===== config.mk =====
export PLATFORM = sky130hd
export DESIGN_NAME = ags_autorange_gate_selector
export DESIGN_NICKNAME = d
export VERILOG_FILES = /design/src/include/ags_pkg.sv /design/src/verilog/ags_autorange_gate_selector.sv
export SDC_FILE = /design/constraint.sdc
export NUM_CORES = 1
export LEC_CHECK = 0
export ABC_AREA = 1
export BUFFER_PORTS_ARGS = -buffer_cell sky130_fd_sc_hd__buf_2
export CAP_MARGIN = 20
export CORE_MARGIN = 4
export CORE_UTILIZATION = 39
export DETAILED_ROUTE_END_ITERATION = 12
export PLACE_DENSITY = 0.68
export SYNTH_ARGS = -nofsm -noshare
export SYNTH_HDL_FRONTEND = slang
export SYNTH_SLANG_ARGS = --single-unit

===== constraint.sdc =====
create_clock -name sys_clk -period 7.1 [get_ports sys_clk]
set_input_delay 1.42 -clock sys_clk [delete_from_list [all_inputs] [get_ports sys_clk]]
set_output_delay 1.42 -clock sys_clk [all_outputs]
set_load 0.02 [all_outputs]

===== src/include/ags_pkg.sv =====
// constants and carrier types for the autorange gate selector
package ags_pkg;

  // gate ranges, index equals the digit slot that selects it on the range input
  localparam logic [1:0] AGS_RANGE_10MS = 2'h0;
  localparam logic [1:0] AGS_RANGE_100MS = 2'h1;
  localparam logic [1:0] AGS_RANGE_1S = 2'h2;
  localparam logic [1:0] AGS_RANGE_10S = 2'h3;

  // slot positions within the eight digit-slot lines
  localparam int AGS_SLOTS = 8;
  localparam int AGS_DIGITS = 6;
  localparam int AGS_FIRST_SLOT = 0;
  localparam int AGS_MSD_SLOT = 5;
  localparam int AGS_OVF_SLOT = 6;

  localparam logic [3:0] AGS_BCD_ZERO = 4'h0;
  localparam logic [3:0] AGS_BCD_NINE = 4'h9;
  localparam logic [3:0] AGS_BCD_EIGHT = 4'h8;

  // mid-slot strobe delay
  localparam int AGS_STROBE_US = 125;
  localparam int AGS_CLK_MHZ = 40;
  localparam int AGS_STROBE_CYC_INT = AGS_STROBE_US * AGS_CLK_MHZ;
  localparam int AGS_CNT_W = 13;
  localparam logic [AGS_CNT_W-1:0] AGS_STROBE_CYC_DEF = AGS_CNT_W'(AGS_STROBE_CYC_INT);
  localparam logic [AGS_CNT_W-1:0] AGS_CNT_ONE = 13'h0001;
  localparam logic [AGS_CNT_W-1:0] AGS_CNT_ZERO = 13'h0000;

  // lines from the counting chip
  typedef struct packed {
    logic [AGS_SLOTS-1:0] slot;
    logic [3:0] bcd;
    logic seg_b;
    logic seg_f;
    logic dp;
    logic store;
  } ags_chip_t;

  // front-panel switches
  typedef struct packed {
    logic auto_range;
    logic [1:0] gate_time_selector;
    logic hold;
    logic reset_btn;
    logic event_accumulate_function;
    logic event_in;
  } ags_panel_t;

  typedef struct packed {
    ags_chip_t c1;
    ags_chip_t c2;
    ags_panel_t p1;
    ags_panel_t p2;
    logic [AGS_SLOTS-1:0] slot_prev;
    logic store_prev;
    logic event_prev;
    logic [AGS_CNT_W-1:0] msd_cnt;
    logic [AGS_CNT_W-1:0] ovf_cnt;
    logic msd_blank;
    logic [1:0] range;
    logic [AGS_DIGITS*4-1:0] tot;
    logic tot_ovf;
    logic [AGS_DIGITS*4-1:0] disp;
    logic [AGS_DIGITS-1:0] disp_dp;
    logic [AGS_DIGITS-1:0] digit_en;
    logic range_slot;
    logic [1:0] range_code;
    logic lamp;
    logic display_test;
  } ags_state_t;

endpackage


===== src/verilog/ags_autorange_gate_selector.sv =====
// autorange gate selector, overflow lamp and display latch
`timescale 1ns/1ps
module ags_autorange_gate_selector
  import ags_pkg::*;
#(
  parameter logic [AGS_CNT_W-1:0] STROBE_CYC = AGS_STROBE_CYC_DEF
)
(
  input wire logic sys_clk,
  input wire logic rstn,
  input wire ags_chip_t chip_in,
  input wire ags_panel_t panel_in,
  output logic range_slot,
  output logic [1:0] range_code,
  output logic overflow_lamp,
  output logic [AGS_DIGITS*4-1:0] disp_digits,
  output logic [AGS_DIGITS-1:0] disp_points,
  output logic [AGS_DIGITS-1:0] digit_enable,
  output logic display_test
);

  ////////////////////////////////////////////////////////////////////////////
  // reset release
  logic [1:0] rst_sync_r;
  logic rst_n;

  always_ff @(posedge sys_clk or negedge rstn)
  begin
    if (!rstn)
      rst_sync_r <= 2'h0;
    else
      rst_sync_r <= {rst_sync_r[0], 1'b1};
  end

  assign rst_n = rst_sync_r[1];

  ////////////////////////////////////////////////////////////////////////////
  // helpers
  function automatic logic [4:0] bcd_step(input logic [3:0] d, input logic c);
    logic [4:0] r;
    r = {1'b0, d};
    if (c)
    begin
      if (d == AGS_BCD_NINE)
        r = {1'b1, AGS_BCD_ZERO};
      else
        r = {1'b0, 4'(d + 4'h1)};
    end
    return r;
  endfunction

  function automatic logic [AGS_CNT_W-1:0] strobe_next(input logic rise,
      input logic [AGS_CNT_W-1:0] cnt, input logic [AGS_CNT_W-1:0] load);
    logic [AGS_CNT_W-1:0] n;
    n = cnt;
    if (rise)
      n = load;
    else if (cnt != AGS_CNT_ZERO)
      n = AGS_CNT_W'(cnt - AGS_CNT_ONE);
    return n;
  endfunction

  ////////////////////////////////////////////////////////////////////////////
  // state
  ags_state_t st_r;
  ags_state_t st_nxt;

  logic [AGS_SLOTS-1:0] ts;
  logic msd_rise;
  logic ovf_rise;
  logic msd_fire;
  logic ovf_fire;
  logic ovf_hit;
  logic store_rise;
  logic event_rise;
  logic [1:0] eff_range;

  assign ts = st_r.c2.slot;
  assign msd_rise = ts[AGS_MSD_SLOT] & ~st_r.slot_prev[AGS_MSD_SLOT];
  assign ovf_rise = ts[AGS_OVF_SLOT] & ~st_r.slot_prev[AGS_OVF_SLOT];
  assign msd_fire = (st_r.msd_cnt == AGS_CNT_ONE);
  assign ovf_fire = (st_r.ovf_cnt == AGS_CNT_ONE);
  // overflow shows as segment b or f lit in the seventh slot
  assign ovf_hit = ovf_fire & ts[AGS_OVF_SLOT] & (st_r.c2.seg_b | st_r.c2.seg_f);
  assign store_rise = st_r.c2.store & ~st_r.store_prev;
  assign event_rise = st_r.p2.event_in & ~st_r.event_prev;
  // manual setting reaches the chip unrestricted, 10 s included
  assign eff_range = st_r.p2.auto_range ? st_r.range : st_r.p2.gate_time_selector;

  always_comb
  begin
    logic [4:0] step;
    logic carry;
    step = 5'h00;
    carry = 1'b0;
    st_nxt = st_r;
    // two-stage synchronisers; stage one feeds stage two only
    st_nxt.c1 = chip_in;
    st_nxt.c2 = st_r.c1;
    st_nxt.p1 = panel_in;
    st_nxt.p2 = st_r.p1;
    st_nxt.slot_prev = ts;
    st_nxt.store_prev = st_r.c2.store;
    st_nxt.event_prev = st_r.p2.event_in;

    st_nxt.msd_cnt = strobe_next(msd_rise, st_r.msd_cnt, STROBE_CYC);
    st_nxt.ovf_cnt = strobe_next(ovf_rise, st_r.ovf_cnt, STROBE_CYC);
    if (msd_fire)
      st_nxt.msd_blank = (st_r.c2.bcd == AGS_BCD_ZERO);

    // range stepping; overflow fallback outranks a store in the same cycle
    if (!st_r.p2.auto_range)
    begin
      st_nxt.range = AGS_RANGE_10MS;
      st_nxt.msd_blank = 1'b0;
    end
    else if (ovf_hit)
      st_nxt.range = AGS_RANGE_10MS;
    else if (store_rise && st_r.msd_blank && st_r.range != AGS_RANGE_1S)
      st_nxt.range = 2'(st_r.range + 2'h1);
    // otherwise a filled digit or the 1 s ceiling keeps the gate

    // accumulate: six bcd digits with carry
    if (st_r.p2.event_accumulate_function && event_rise && !st_r.p2.reset_btn)
    begin
      carry = 1'b1;
      for (int k = 0; k < AGS_DIGITS; k++)
      begin
        step = bcd_step(st_r.tot[k*4 +: 4], carry);
        st_nxt.tot[k*4 +: 4] = step[3:0];
        carry = step[4];
      end
    end
    if (st_r.p2.reset_btn)
      st_nxt.tot = '0;
    // the clear blocks counting, so it always wins over a wrap out of the top digit
    st_nxt.tot_ovf = carry | (st_r.tot_ovf & ~st_r.p2.reset_btn);

    // display latch: a digit is taken while its slot is active
    for (int k = 0; k < AGS_DIGITS; k++)
    begin
      if (st_r.p2.reset_btn)
      begin
        st_nxt.disp[k*4 +: 4] = AGS_BCD_EIGHT;
        st_nxt.disp_dp[k] = 1'b1;
      end
      else if (!st_r.p2.hold && ts[k])
      begin
        st_nxt.disp[k*4 +: 4] = st_r.p2.event_accumulate_function ? st_r.tot[k*4 +: 4] : st_r.c2.bcd;
        st_nxt.disp_dp[k] = st_r.c2.dp;
      end
    end

    st_nxt.digit_en = st_r.p2.reset_btn ? '1 : ts[AGS_DIGITS-1:0];
    st_nxt.range_slot = ts[eff_range];
    st_nxt.range_code = eff_range;
    st_nxt.lamp = (ts[AGS_OVF_SLOT] & (st_r.c2.seg_b | st_r.c2.seg_f)) | st_r.tot_ovf;
    st_nxt.display_test = st_r.p2.reset_btn;
  end

  always_ff @(posedge sys_clk or negedge rst_n)
  begin
    if (!rst_n)
      st_r <= '0;
    else
      st_r <= st_nxt;
  end

  assign range_slot = st_r.range_slot;
  assign range_code = st_r.range_code;
  assign overflow_lamp = st_r.lamp;
  assign disp_digits = st_r.disp;
  assign disp_points = st_r.disp_dp;
  assign digit_enable = st_r.digit_en;
  assign display_test = st_r.display_test;

  ////////////////////////////////////////////////////////////////////////////
  // checks
  a_range_ceiling: assert property (@(posedge sys_clk) disable iff (!rst_n)
    st_r.range != AGS_RANGE_10S) else $error("auto range reached 10 s gate");

  a_filled_holds: assert property (@(posedge sys_clk) disable iff (!rst_n)
    (st_r.p2.auto_range && !st_r.msd_blank && !ovf_hit) |=> $stable(st_r.range))
    else $error("range moved with top digit filled");

  a_blank_advance: assert property (@(posedge sys_clk) disable iff (!rst_n)
    (st_r.p2.auto_range && store_rise && st_r.msd_blank && !ovf_hit && st_r.range == AGS_RANGE_10MS)
    |=> st_r.range == AGS_RANGE_100MS) else $error("blank digit did not step range");

  a_top_repeat: assert property (@(posedge sys_clk) disable iff (!rst_n)
    (st_r.p2.auto_range && st_r.range == AGS_RANGE_1S && !ovf_hit) |=> st_r.range == AGS_RANGE_1S)
    else $error("range left 1 s gate without overflow");

  a_ovf_fallback: assert property (@(posedge sys_clk) disable iff (!rst_n)
    ovf_hit |=> (st_r.range == AGS_RANGE_10MS) ##1 (st_r.range_code == AGS_RANGE_10MS))
    else $error("overflow did not restore shortest gate");

  a_ovf_delay: assert property (@(posedge sys_clk) disable iff (!rst_n)
    ovf_rise |=> st_r.ovf_cnt == STROBE_CYC) else $error("overflow strobe not armed");

  a_msd_delay: assert property (@(posedge sys_clk) disable iff (!rst_n)
    msd_rise |=> (st_r.msd_cnt == STROBE_CYC) ##1 (st_r.msd_cnt == STROBE_CYC - AGS_CNT_ONE) or msd_rise)
    else $error("blank strobe not counting");

  a_lamp_slot: assert property (@(posedge sys_clk) disable iff (!rst_n)
    (ts[AGS_OVF_SLOT] && (st_r.c2.seg_b || st_r.c2.seg_f)) |=> overflow_lamp)
    else $error("overflow lamp missed slot seven");

  a_auto_entry: assert property (@(posedge sys_clk) disable iff (!rst_n)
    !st_r.p2.auto_range |=> st_r.range == AGS_RANGE_10MS) else $error("range not cleared outside auto");

  a_test_eights: assert property (@(posedge sys_clk) disable iff (!rst_n)
    st_r.p2.reset_btn |=> (disp_digits == {AGS_DIGITS{AGS_BCD_EIGHT}}) && (&disp_points) && display_test)
    else $error("display test pattern missing");

  a_hold_freeze: assert property (@(posedge sys_clk) disable iff (!rst_n)
    (st_r.p2.hold && !st_r.p2.reset_btn) |=> $stable(disp_digits)) else $error("display moved in hold");

endmodule // ags_autorange_gate_selector

==> results of run 1 <==
-- sequential cells by signal, summed over array words and instances, names as in the netlist --
name	count
ts	7
range_slot	1
range_code	2
display_test	1
disp_digits	24
st_r	70
digit_enable	6
overflow_lamp	1
disp_points	6
rst_sync_r	2
st_nxt	25
-- worst reg2reg max path, cell delays in order, from the launching register on --
cell	delay, ns
dfrtp_1	0.98
inv_1	0.10
a21oi_1	0.69
a31oi_1	0.19
-- worst min-delay path by stage --
stage / start / end / slack [ns] / depth (start not counted)
floorplan: rst_sync_r[0] / rst_sync_r[1] / 0.33 / 0
global placement: st_nxt[125] / st_r[125] / 0.33 / 0
detailed placement: st_nxt[110] / st_r[110] / 0.33 / 0
CTS: st_nxt[127] / ts[0] / 0.35 / 0
global route: st_nxt[120] / st_r[120] / 0.35 / 0
finish: rst_sync_r[1] / st_nxt[132] / 0.30 / 0
-- cells in the mapped netlist (6+ instances only) --
library cell	instances
o21ai_2	7
buf_2	6
a31oi_1	7
o21ai_1	6
o21ai_0	19
o22ai_1	21
ha_1	19
or2_2	7
nand2_2	8
nor3_1	6
inv_2	7
inv_1	75
nor2_4	10
dfrtp_1	145
a21oi_1	35
nor2_2	9
nand2_1	84
nand3_1	50
nor2_1	62
nand4_1	16
buf_4	41
mux2_2	6
-- area by class of cell --
cell class / count / share of cell area [%]
multi-input combinational: 405 / 31.52
inverter: 85 / 4.213
clock inverter: 12 / 2.645
tap: 220 / 3.592
clock buffer: 20 / 6.091
sequential: 145 / 47.40
timing repair buffer: 66 / 4.540
-- cell usage in the layout (no fill, tap or decap), types with 5 or more instances in the layout --
master / count
o21ai_2: 7
buf_2: 64
xnor2_1: 5
o22ai_1: 21
mux2_2: 6
clkbuf_16: 17
inv_1: 75
nor3_1: 6
nor2_1: 62
xor2_1: 5
nand4_1: 16
a21oi_1: 35
nor2_4: 10
bufinv_16: 5
nand2_1: 84
nand2_2: 8
nand2_4: 5
dfrtp_1: 144
a31oi_1: 7
nor2_2: 9
o21ai_0: 19
inv_2: 7
or2_2: 7
ha_1: 19
o21ai_1: 6
nand3_1: 50
-- kinds of logic after synthesis --
group / share of synthesized area (%)
AND/OR/NAND/NOR: 21.44
flip-flops: 54.12
buffers and inverters: 9.855
AO/OA/AOI/OAI: 8.660
adder cells (fa/ha/maj): 3.546
XOR/XNOR: 1.306
multiplexers: 1.008
other: 0.05594
-- through the flow --
stage / utilization (%) / cells / instance area [um^2] / hold slack (ns) / total power [mW]
3_3_place_gp: 41.75 / 920 / 6973 / 0.3331 / 1.259
4_1_cts: 45.76 / 952 / 7642 / 0.3481 / 2.280
6_report: 45.88 / 953 / 7662 / 0.3043 / 2.260
3_5_place_dp: 41.75 / 920 / 6973 / 0.3347 / 1.270
2_1_floorplan: - / 682 / 6704 / 0.3312 / 1.205
5_1_grt: 45.88 / 953 / 7662 / 0.3528 / 2.369
-- power by group through the flow --
stage               sequential [mW]  clock, mW  combinational (mW)
floorplan                     0.969          0               0.236
global placement              0.979          0               0.280
detailed placement            0.981          0               0.288
CTS                           0.968       1.02               0.289
global route                  0.975       1.06               0.331
finish                        0.963       1.00               0.293
-- routing by layer --
metal  vias to the layer above  share of wire, %  global-route usage (%)
met5                         -                 0                       0
met3                        24               6.8                   5.000
li1                       2287                 -                       -
met2                       113                46                   22.24
met1                      2241                46                   20.09
met4                         0               1.8                   5.252
==> results.toml, run 1 <==
[synthesis]
syn_avg_cell_area_um2 = 9.830
synth_top_area_share_pct = 54.12
yosysSeqAreaShare_pct = 54.12
synth_top_area_cell = "dfrtp_1"
synth_edf_count = 0
ys_seq_elements = 145
ys_types = 40
synth_nets = 726
async_flop_share_pct = 100.0
netlist_area_mm2 = 0.006704
yosysWarnings = 0
yosys-top-cells-area = "dfrtp_1 54%, nand2_1 4.7%, buf_4 4.6%, inv_1 4.2%, nand3_1 3.7%"
netlist_instances = 682
synthFlopType = "dfrtp_1"

[setup_path]
critical-path-top-delay-family = "flip-flops"
cp-end-kind = "output port"
worstSetupEndpoint = "disp_digits[18]"
r2r_start = "st_r[106]"
ff2ff_path_depth = 3
r2r_slack_ns = 4.98
crit_cells = 1
crit_chain = "buf_2"
crit_start = "disp_digits[18]"
cp-start-kind = "register"
cp_slowest_stage_delay_ns = 0.40
reg2reg_to = "disp_digits[3]"
crit_buf_inv = 1
crit_slowest_cell = "dfrtp_1"
crit_arrival_ns = 0.99
required_ns = 5.68
path_class = "register to output port"
cp_max_fo = 2

[cells_and_area]
syn2layout_area_growth_pct = 14.30
nNetsFinal = 764
drive_gt1_share_pct = 23.47
multi_input_area_mm2 = 0.002415
antenna_cells = 0
regArea_mm2 = 0.003632
nFillCells = 1582

[detailed_routing]
first_pass_iters = 7
vias = 4665
wl_per_cell_um = 14.15
via_per_inst = 4.895
initialDrtViolationCount = 416
drc = 0
antenna_left = 0
wirelength_um = 13490

[floorplanning]
start_util_pct = 40.14
die_y_um = 139.1
io_pins = 66
rows = 47
fp.dieArea_mm2 = 0.01935
die_w_um = 139.1
core_area_mm2 = 0.01670

[global_routing]
grt_pass1_vias = 4630
grt_max_degree = 84
overflow = 0
antenna_found_initial = 0
grt_pass1_wl_um = 23070
grtUsageTotal_pct = 14.80

[power]
internal_power_mw = 1.655
seqPwrFrac_pct = 42.6
peakVddDrop_mv = 0.1820
p_sw_share_pct = 26.78
p_comb_share_pct = 13.0
power_density_mw_per_mm2 = 294.9
switchingPower_mw = 0.6052
pwr-share-clk_pct = 44.4
total_leakage_power_nw = 3.636

[sta]
tightest_slew_ns = 0.9823
setup_viol = 0
relSlewSlack_pct = 34.51
fin_tns_setup_ns = 0
fmax_mhz = 415.5
period_needed_ns = 2.407
setup_ws_ns = 4.693
period_share_pct = 33.90
skew_ns = 0.006973
slew_violations = 0
rsz0062_at_grt = "no"
hold_violations = 0

[job]
cap_violations = 0

[cts]
cts_root_buffer = "clkbuf_16"
path_clk_slew_ns = 0.06
cts_num_sinks = 145
cts_hold_buffers = 0
tritoncts = "done"
cts_buffer_depth = 2
clkLatencyLatePin_ns = 0.42
ctsResizeCount = 0
postCtsSetupBuffers = 0
h-tree-depth = 4
cts_made_buffers = 17

[run_status]
status = "completed"

[place]
gp_congestion = 0.8370
dp_hpwl_um = 9418
dp_slack_ns = 4.967
numPortBuffers = 64

[worst_hold_path]
hold_path_class = "register to async pin"
No activity file was read; power rests on OpenSTA's default activity.
==> run 2, diff against run 1 <==
==> constraint.sdc (replaced) <==
create_clock -name sys_clk -period 2.3 [get_ports sys_clk]
set_input_delay 0.46 -clock sys_clk [delete_from_list [all_inputs] [get_ports sys_clk]]
set_output_delay 0.46 -clock sys_clk [all_outputs]
set_load 0.02 [all_outputs]
==> results.toml, run 2 (synthesis gave the netlist of run 1 again) <==
[global_routing]
busiest_layer = "met2"
overflow = 0
antenna_found_initial = 0
grt_pass1_vias = 4493
grtUsageMet3_pct = 3.931
grtUsageMet2_pct = 21.84
grtUsageTotal_pct = 14.96
use_met1_pct = 21.16
grt_pass1_wl_um = 23060
grt_max_degree = 60

[cells_and_area]
regMostFlops = "st_r"
antenna_cells = 0
mostFrequentLayoutCell = "dfrtp_1"
utilization_pct = 46.06
drive_gt1_share_pct = 23.82
mostFrequentLayoutCells = "144 x dfrtp_1, 84 x nand2_1, 75 x inv_1"
nNetsFinal = 770
syn2layout_area_growth_pct = 14.74
largest_reg_flops = 70

[power]
power_density_mw_per_mm2 = 889.1
total_leakage_power_nw = 3.654
peakVddDrop_mv = 0.4978

[setup_path]
cp-start-kind = "register"
cp-end-kind = "register"
reg2reg_to = "st_r[49]"
critical-path-top-delay-family = "buffers and inverters"
crit_chain = "inv_2 -> buf_4 -> nand2_1 -> nand2_2 -> inv_2 -> nand2_1 -> nand2_1 -> nand2_1 -> nor2_1"
r2r_start = "st_nxt[0]"
ff2ff_path_depth = 9
cp_max_fo = 18
crit_cells = 9
required_ns = 2.61
crit_arrival_ns = 1.95
cp_slowest_stage_delay_ns = 0.47
r2r_slack_ns = 0.65
crit_buf_inv = 3
crit_path_frequent_cell = "nand2_1"
crit_start = "st_nxt[0]"
worstSetupEndpoint = "st_r[49]"
path_class = "register to register"
crit_slowest_cell = "dfrtp_1"

[sta]
hold_violations = 0
relSlewSlack_pct = 49.81
slew_violations = 0
period_needed_ns = 1.645
setup_viol = 0
period_share_pct = 71.53
skew_ns = 0.007287
fmax_mhz = 607.8
fin_tns_setup_ns = 0
tightest_slew_ns = 0.7501
rsz0062_at_grt = "no"

[detailed_routing]
wl_per_cell_um = 14.31
drc = 0
antenna_left = 0
vias = 4600
wirelength_um = 13720
via_per_inst = 4.797
first_pass_iters = 5
initialDrtViolationCount = 440

[floorplanning]
core_area_mm2 = 0.01670
rows = 47
die_y_um = 139.1
die_w_um = 139.1
io_pins = 66
fp.dieArea_mm2 = 0.01935
start_util_pct = 40.14

[cts]
cts_buffer_depth = 2
tritoncts = "done"
cts_num_sinks = 145
cts_root_buffer = "clkbuf_16"
ctsResizeCount = 0
cts_made_buffers = 17
clkLatencyLatePin_ns = 0.42
h-tree-depth = 4
path_clk_slew_ns = 0.06

[worst_hold_path]
hold_path_class = "primary input to register"

[place]
dp_hpwl_um = 9772
numPortBuffers = 64
gp_congestion = 0.8537

[job]
cap_violations = 0

[run_status]
status = "completed"
==> run 2: cell count changes in the layout (fill, tap and decap cells not counted), sizes merged <==
cell         change
buf              +5
inv              -2
dlygate4sd3      +1
bufinv           -1
clkinvlp         +1
clkbuf           +2
==> run 2: per-layer routing <==
metal	up-vias	part of all wire, %
met3	21	5.3
met1	2190	48
li1	2299	-
met2	90	45
met5	-	0
met4	0	2.0
==> run 2: timing repair <==
action,4_1_cts,5_1_grt
hold buffers,1,0
hold endpoints to repair,2,0
setup buffers,0,0
==> run 2: stage by stage <==
step | power [mW] | hold slack, ns | setup WS, ns | area (um^2) | std cells
6_report | 6.839 | 0.1457 | 0.6548 | 7692 | 959
5_1_grt | 7.169 | 0.1293 | 0.5109 | 7692 | 959
4_1_cts | 6.911 | 0.1287 | 0.6335 | 7692 | 959
3_5_place_dp | 3.930 | 0.2512 | 0.6473 | 7043 | 926
3_3_place_gp | 3.901 | 0.2455 | 0.6484 | 7043 | 926
2_1_floorplan | 3.719 | 0.1644 | 0.7784 | 6708 | 682
==> run 2: worst min-delay path by stage <==
stage,start,endpoint,slack (ns),cells past startpoint
5_1_grt,chip_in[0],st_nxt[119],0.13,1
3_3_place_gp,rstn,rst_sync_r[0],0.25,1
4_1_cts,chip_in[6],st_nxt[125],0.13,1
6_report,panel_in[5],st_nxt[110],0.15,1
2_1_floorplan,rstn,rst_sync_r[0],0.16,0
3_5_place_dp,rstn,rst_sync_r[0],0.25,1
==> run 2: cell type report <==
class,count,area (um^2)
clock buffers,22,484.2
fillers,1582,9009
flip-flops and latches,145,3632
multi-input cells,405,2415
well taps,220,275.3
repair buffers,72,407.9
clock inverters,10,155.1
inverters,85,322.8
==> run 2: report_power, final <==
group	internal [mW]	switching [mW]
clock	1.92	1.03
sequential	2.78	0.194
combinational	0.326	0.593
total	5.02	1.82
==> run 2: worst reg2reg max path, cell delays in order (launching register included) <==
cell     delay, ns
dfrtp_1       0.47
inv_2         0.33
buf_4         0.28
nand2_1       0.09
nand2_2       0.12
inv_2         0.06
nand2_1       0.05
nand2_1       0.04
nand2_1       0.05
nor2_1        0.04
